### config.mk
export PLATFORM = sky130hd
export DESIGN_NAME = mac_block
export DESIGN_NICKNAME = d
export VERILOG_FILES = /design/src/rtl/mac_pkg.sv /design/src/rtl/mac_block.sv
export SDC_FILE = /design/constraint.sdc
export NUM_CORES = 2
export LEC_CHECK = 0
export BUFFER_PORTS_ARGS = -buffer_cell sky130_fd_sc_hd__clkbuf_2
export CELL_PAD_IN_SITES_DETAIL_PLACEMENT = 1
export CELL_PAD_IN_SITES_GLOBAL_PLACEMENT = 2
export CORE_UTILIZATION = 41
export CTS_BUF_LIST = sky130_fd_sc_hd__clkbuf_2
export DETAILED_ROUTE_END_ITERATION = 6
export PLACE_DENSITY_LB_ADDON = 0.1
export SLEW_MARGIN = 5
export SYNTH_ARGS = -nofsm -noshare
export SYNTH_HDL_FRONTEND = slang
export SYNTH_SLANG_ARGS = --single-unit
### constraint.sdc
create_clock -name clk -period 8.3 [get_ports clk]
set_clock_uncertainty 0.05 [all_clocks]
set_input_delay 0.83 -clock clk [delete_from_list [all_inputs] [get_ports clk]]
set_output_delay 0.83 -clock clk [all_outputs]
set_load 0.02 [all_outputs]
### src/rtl/mac_pkg.sv
package mac_pkg;
   // ************************************************************
   // widths and configuration codes
   // ************************************************************
   localparam int OPND_W = 18; // operand width
   localparam int PROD_W = 36; // full product width
   localparam int HEAD_W = 16; // accumulation headroom
   localparam int ACC_W = 52; // accumulator width
   localparam logic [1:0] MODE_MAC = 2'h0; // two independent accumulators
   localparam logic [1:0] MODE_ADD = 2'h1; // two-multiplier adder
   localparam logic [1:0] MODE_MUL = 2'h2; // plain products
   localparam logic [ACC_W-1:0] ACC_RST = 52'h0; // accumulator reset value

   // per-accumulator control bundled together after the control pipelines
   typedef struct packed {
      logic load; // start from current product
      logic sub; // subtract rather than add
   } acc_ctl_t;
endpackage

### src/rtl/mac_block.sv
`timescale 1ns/1ps
// ************************************************************
// dual multiply-accumulate / two-multiplier adder slice
// ************************************************************
module mac_block #(
   parameter logic [1:0] MODE = mac_pkg::MODE_MAC, // block configuration
   parameter int SUB_STAGES = 1, // add/sub select register stages (0..1)
   parameter int LOAD_STAGES = 2, // load select register stages (0..2)
   parameter bit A_PARALLEL = 1'b1, // operand a loads in parallel
   parameter bit B_PARALLEL = 1'b1 // operand b loads in parallel
) (
   input wire logic clk, // 125 MHz clock
   input wire logic sys_rst, // synchronous reset, active high
   input wire logic [1:0][mac_pkg::OPND_W-1:0] a_in, // operand a per channel
   input wire logic [1:0][mac_pkg::OPND_W-1:0] b_in, // operand b per channel
   input wire logic [1:0] a_shift_in, // chained a from neighbour slice
   input wire logic [1:0] b_shift_in, // chained b from neighbour slice
   input wire logic [1:0] addnsub, // per channel: 1 add, 0 subtract
   input wire logic [1:0] acc_load, // per channel accumulator load
   output logic [1:0][mac_pkg::ACC_W-1:0] result, // accumulated or summed result
   output logic [1:0] overflow // overflow / underflow flag
);
   localparam int AW = mac_pkg::ACC_W;
   localparam int PW = mac_pkg::PROD_W;
   localparam int OW = mac_pkg::OPND_W;

   // ************************************************************
   // input registers: parallel load or serial shift chain
   // ************************************************************
   logic [1:0][OW-1:0] a_reg, b_reg; // operand registers
   logic [1:0][OW-1:0] next_a_reg, next_b_reg; // next operands

   // chained operands shift one bit a cycle; constants stay parallel
   always_comb begin
      for (int c = 0; c < 2; c++) begin
         next_a_reg[c] = A_PARALLEL ? a_in[c] : {a_reg[c][OW-2:0], a_shift_in[c]};
         next_b_reg[c] = B_PARALLEL ? b_in[c] : {b_reg[c][OW-2:0], b_shift_in[c]};
      end
   end

   always_ff @(posedge clk) begin
      if (sys_rst) begin
         a_reg <= '0;
         b_reg <= '0;
      end else begin
         a_reg <= next_a_reg;
         b_reg <= next_b_reg;
      end
   end

   // ************************************************************
   // control pipelines
   // ************************************************************
   logic [1:0] sub_d1; // add/sub select after one stage
   logic [1:0] load_d1, load_d2; // load select after one and two stages
   logic [1:0] sub_sel, load_sel; // selected control per channel
   mac_pkg::acc_ctl_t [1:0] ctl; // bundled control per channel

   // staging keeps load aligned with product latency; add/sub has one stage less and takes the next beat's value
   always_ff @(posedge clk) begin
      if (sys_rst) begin
         sub_d1 <= 2'h0;
         load_d1 <= 2'h0;
         load_d2 <= 2'h0;
      end else begin
         sub_d1 <= ~addnsub;
         load_d1 <= acc_load;
         load_d2 <= load_d1;
      end
   end

   always_comb begin
      sub_sel = (SUB_STAGES == 0) ? ~addnsub : sub_d1;
      unique case (LOAD_STAGES)
         0: load_sel = acc_load;
         1: load_sel = load_d1;
         default: load_sel = load_d2;
      endcase
      for (int c = 0; c < 2; c++) begin
         ctl[c].sub = sub_sel[c];
         // load is absent outside accumulate mode
         ctl[c].load = (MODE == mac_pkg::MODE_MAC) ? load_sel[c] : 1'b0;
      end
   end

   // ************************************************************
   // multipliers: one per accumulator, both in use in every mode
   // ************************************************************
   logic [1:0][PW-1:0] prod; // registered signed products
   logic [1:0][PW-1:0] next_prod; // next products

   always_comb begin
      for (int c = 0; c < 2; c++) begin
         next_prod[c] = PW'($signed(a_reg[c]) * $signed(b_reg[c]));
      end
   end

   always_ff @(posedge clk) begin
      if (sys_rst) prod <= '0;
      else prod <= next_prod;
   end

   // ************************************************************
   // accumulator / adder stage
   // ************************************************************
   logic [1:0][AW-1:0] next_result; // next outputs
   logic [1:0] next_overflow; // next flags
   logic [1:0][AW-1:0] ext; // sign-extended products
   logic [AW:0] wide; // sum with carry guard for overflow check

   always_comb begin
      for (int c = 0; c < 2; c++) begin
         ext[c] = {{(AW-PW){prod[c][PW-1]}}, prod[c]};
      end
      next_result = result;
      next_overflow = overflow;
      wide = '0;
      unique case (MODE)
         mac_pkg::MODE_MAC: begin
            for (int c = 0; c < 2; c++) begin
               if (ctl[c].load) begin
                  next_result[c] = ext[c];
                  next_overflow[c] = 1'b0;
               end else begin
                  wide = ctl[c].sub ? {result[c][AW-1], result[c]} - {ext[c][AW-1], ext[c]}
                                    : {result[c][AW-1], result[c]} + {ext[c][AW-1], ext[c]};
                  next_result[c] = wide[AW-1:0];
                  // sticky until reload; when subtracting this can be underflow or overflow
                  next_overflow[c] = overflow[c] | (wide[AW] ^ wide[AW-1]);
               end
            end
         end
         mac_pkg::MODE_ADD: begin
            // one combined output from both products
            next_result[0] = ctl[0].sub ? ext[0] - ext[1] : ext[0] + ext[1];
            next_result[1] = '0;
            next_overflow = 2'h0;
         end
         default: begin
            next_result = ext;
            next_overflow = 2'h0;
         end
      endcase
   end

   always_ff @(posedge clk) begin
      if (sys_rst) begin
         result <= {2{mac_pkg::ACC_RST}};
         overflow <= 2'h0;
      end else begin
         result <= next_result;
         overflow <= next_overflow;
      end
   end
endmodule // mac_block

==> metrics.log <==
INFO  metric worstSetupPathType = reg2reg
INFO  metric startpoint_type = flop
INFO  metric max_flop_register = result
INFO  metric maxCapViolations = 0
INFO  metric final_layout_size_suffix_gt1_share = 7.90%
INFO  metric finalSetupViolations = 0
INFO  metric slew_viol_final = 0
INFO  metric route.detailed.vias_per_inst = 5.06
INFO  metric routed-via-count = 30,053
INFO  metric report.final.hold_viol_count = 0
INFO  metric io_buffers = 183
INFO  metric wl_per_cell = 19.0 um
INFO  metric worst_skew_pair.late_latency = 1.22 ns
INFO  metric largest_register_ff_count = 104
INFO  metric iter_0_drt_violations = 1,026
INFO  metric fmax = 136 MHz
INFO  metric worst_slew_pin_slew = 1.27 ns
INFO  metric grt_pass1_vias = 33,591
INFO  metric detailedRoute.firstPassIterationCount = 5
INFO  metric cts_sinks = 256
INFO  metric timing.max_slew.rel_slack = 15.4%
INFO  metric dp_hpwl = 92.0 mm
INFO  metric final_antenna_net_count = 0
INFO  metric antenna_found_initial = 4
INFO  metric critPathMaxFanout = 18
INFO  metric dpl.cell_count = 5,713
INFO  metric required = 9.29 ns
INFO  metric grt_pass1_wl = 184 mm
INFO  metric worstPathArrival = 8.36 ns
INFO  metric synth_area_leader_cell = fa_1
INFO  metric design.core.area = 0.0932 mm^2
INFO  metric initial_utilization = 41.4%
INFO  metric reg2regPathDepth = 24
INFO  metric synth.lib_cells_used.distinct = 81
INFO  metric primary_flip_flop_cell_chosen_by_synthesis_mapping = dfxtp_1
INFO  metric accumulated_negative_setup_slack = 0 ns
INFO  metric cts-buffers-inserted = 78
INFO  metric grt_start_max_net_pins = 163
INFO  metric cts_tree = built
INFO  metric synth_sequential_area_ratio = 13.3%
INFO  metric synth_top_cell_area_share = 34.3%
INFO  metric aggregate_global_route_resource_usage = 24.6%
INFO  metric synth_warnings = 0
INFO  metric synthesis.area_per_instance = 8.75 um^2
INFO  metric worst_ir_drop_vdd = 156 uV
INFO  metric grt_overflow_total = 0
INFO  metric gp_congestion = 0.837
INFO  metric clk_pin_slew_worst_paths = 0.10 ns
INFO  metric number_of_enable_type_register_cells_in_the_synthesized_netlist = 0
INFO  metric placement_rows = 112
INFO  metric register_bit_total_from_synthesis = 256
INFO  metric power-per-cell-area = 261 mW/mm^2
INFO  metric die-width = 309 um
INFO  metric cts_root_buffer = clkbuf_2
INFO  metric syn_to_final_growth = 9.52%
INFO  metric critical_path.endpoint_type = flop
INFO  metric run_status = completed
INFO  metric rsz0062_at_grt = false
INFO  metric synth_area_leaders = fa_1 34%, dfxtp_1 13%, ha_1 9.5%
INFO  metric io_pins = 188
INFO  metric min_period = 7.37 ns
INFO  metric ctsLongestPathBuffers = 3
INFO  metric worst_hold_path.num_cells = 3
INFO  metric stdcell_count = 5,934
INFO  metric route.detailed.drc = 0
INFO  metric postSynthCellCount = 4,406
INFO  metric p_leak = 20.8 nW
INFO  metric synth.net_count = 5,440
INFO  metric timing.final.crit_share = 88.8%
INFO  metric post_synth_instance_area = 0.0385 mm^2
INFO  metric htree_num_levels = 3
INFO  metric layout.nets = 5,658
INFO  metric die_height = 309 um
INFO  metric synth-async-reset-ratio = 0%
INFO  metric drt_wl_total = 113 mm
INFO  metric die-area = 0.0952 mm^2
INFO  metric type_of_the_worst_min_delay_path = in2reg
[through the flow]
step / util [%] / instance area, um^2 / worst slack, ns / hold WS, ns / total power [mW]
6_report: 45.3 / 42200 / 0.932 / 0.291 / 11.0
3_3_place_gp: 43.6 / 40700 / 1.10 / 0.379 / 9.95
4_1_cts: 45.3 / 42200 / 0.923 / 0.0966 / 11.2
2_1_floorplan: - / 38500 / 1.98 / 0.364 / 7.83
5_1_grt: 45.3 / 42200 / 0.502 / 0.178 / 12.2
3_5_place_dp: 43.6 / 40700 / 0.893 / 0.388 / 10.0
[cells in the mapped netlist (all sizes together) (93+ instances only)]
library cell / n
fa: 660
nand2: 421
dfxtp: 256
clkbuf: 155
xnor2: 164
nor2b: 113
a21oi: 268
inv: 750
and2: 315
o21ai: 141
a21o: 93
ha: 292
nor2: 292
[final cells by class]
cell class                      count  area, um^2
Sequential cell                   256        5130
Multi-Input combinational cell   3232       29900
Clock inverter                     25         143
Clock buffer                      104         520
Tap cell                         1254        1570
Fill cell                       11109       51000
Timing Repair Buffer              306        2070
Antenna cell                        7        17.5
Inverter                          750        2820
[cells by family (layout without fill, tap and decap cells)]
| group | after synthesis | count (layout) | share of synthesized area [%] |
|---|---|---|---|
| AO/OA/AOI/OAI | 684 | 684 | 10.8 |
| XOR/XNOR | 218 | 218 | 5.05 |
| adder cells (fa/ha/maj) | 952 | 952 | 43.8 |
| buffers and inverters | 918 | 1185 | 9.03 |
| flip-flops | 256 | 256 | 13.3 |
| multiplexers | 26 | 26 | 0.688 |
| other | 0 | 7 | 0 |
| AND/OR/NAND/NOR | 1352 | 1352 | 17.3 |
[timing repair]
| action | in CTS | in global routing |
|---|---|---|
| hold endpoints to repair | 125 | 0 |
| hold buffers | 85 | 0 |
| gates resized for setup | 0 | 0 |
| setup buffers | 0 | 0 |
[worst paths after layout]
check | startpoint | end | slack [ns]
max | a_reg[21] | ext[85] | 0.93
min | addnsub[0] | sub_d1[0] | 0.29
max reg2reg | a_reg[21] | ext[85] | 0.93
min reg2reg | ext[34] | result[34] | 0.37
[layer usage]
layer,track usage [%],vias up,share of wire [%],routed length [um]
met1,30.7,15267,44,49900
met5,0,-,0.012,13
met4,6.91,2,2.3,2590
met2,43.8,393,50,56200
met3,3.98,137,3.8,4250
li1,-,14254,-,-
[placed cells by master, fill, tap and decap left out, drive strengths merged, types with 6 or more instances in the layout]
cell type | synthesis | final
a211oi | 17 | 17
a21boi | 8 | 8
a21o | 93 | 93
a21oi | 268 | 268
a31oi | 21 | 21
and2 | 315 | 315
and3 | 18 | 18
buf | 12 | 39
clkbuf | 155 | 286
clkinv | 0 | 21
dfxtp | 256 | 256
diode | 0 | 7
dlygate4sd3 | 1 | 85
fa | 660 | 660
ha | 292 | 292
inv | 750 | 752
mux2i | 22 | 22
nand2 | 421 | 421
nand2b | 30 | 30
nand3 | 26 | 26
nand4 | 15 | 15
nor2 | 292 | 292
nor2b | 113 | 113
nor3 | 56 | 56
nor3b | 6 | 6
nor4 | 13 | 13
o211ai | 17 | 17
o21a | 27 | 27
o21ai | 141 | 141
o21bai | 29 | 29
o22ai | 8 | 8
o31a | 7 | 7
o31ai | 8 | 8
or2 | 6 | 6
or3 | 14 | 14
or4 | 8 | 8
xnor2 | 164 | 164
xor2 | 52 | 52
[power breakdown]
part	switching, mW	internal (mW)
combinational	4.68	3.28
sequential	0.438	1.58
clock	0.651	0.375
total	5.77	5.23
[critical path, cell delays in order (launching register included)]
cell and delay [ns]:
dfxtp_1 0.91, nand2_1 0.24, fa_1 0.56, inv_1 0.06
fa_1 0.48, ha_1 0.29, ha_1 0.28, ha_1 0.29
inv_1 0.07, fa_1 0.40, inv_1 0.06, ha_1 0.16
inv_1 0.06, fa_1 0.42, nor2b_1 0.16, o21ai_0 0.13
a21boi_0 0.27, o21ai_0 0.14, a21boi_0 0.40, o21ai_0 0.27
a31oi_1 0.47, a31oi_1 0.27, nor3b_1 0.37, o22ai_1 0.17
mux2_2 0.29
(Power assumes the default switching activity.)
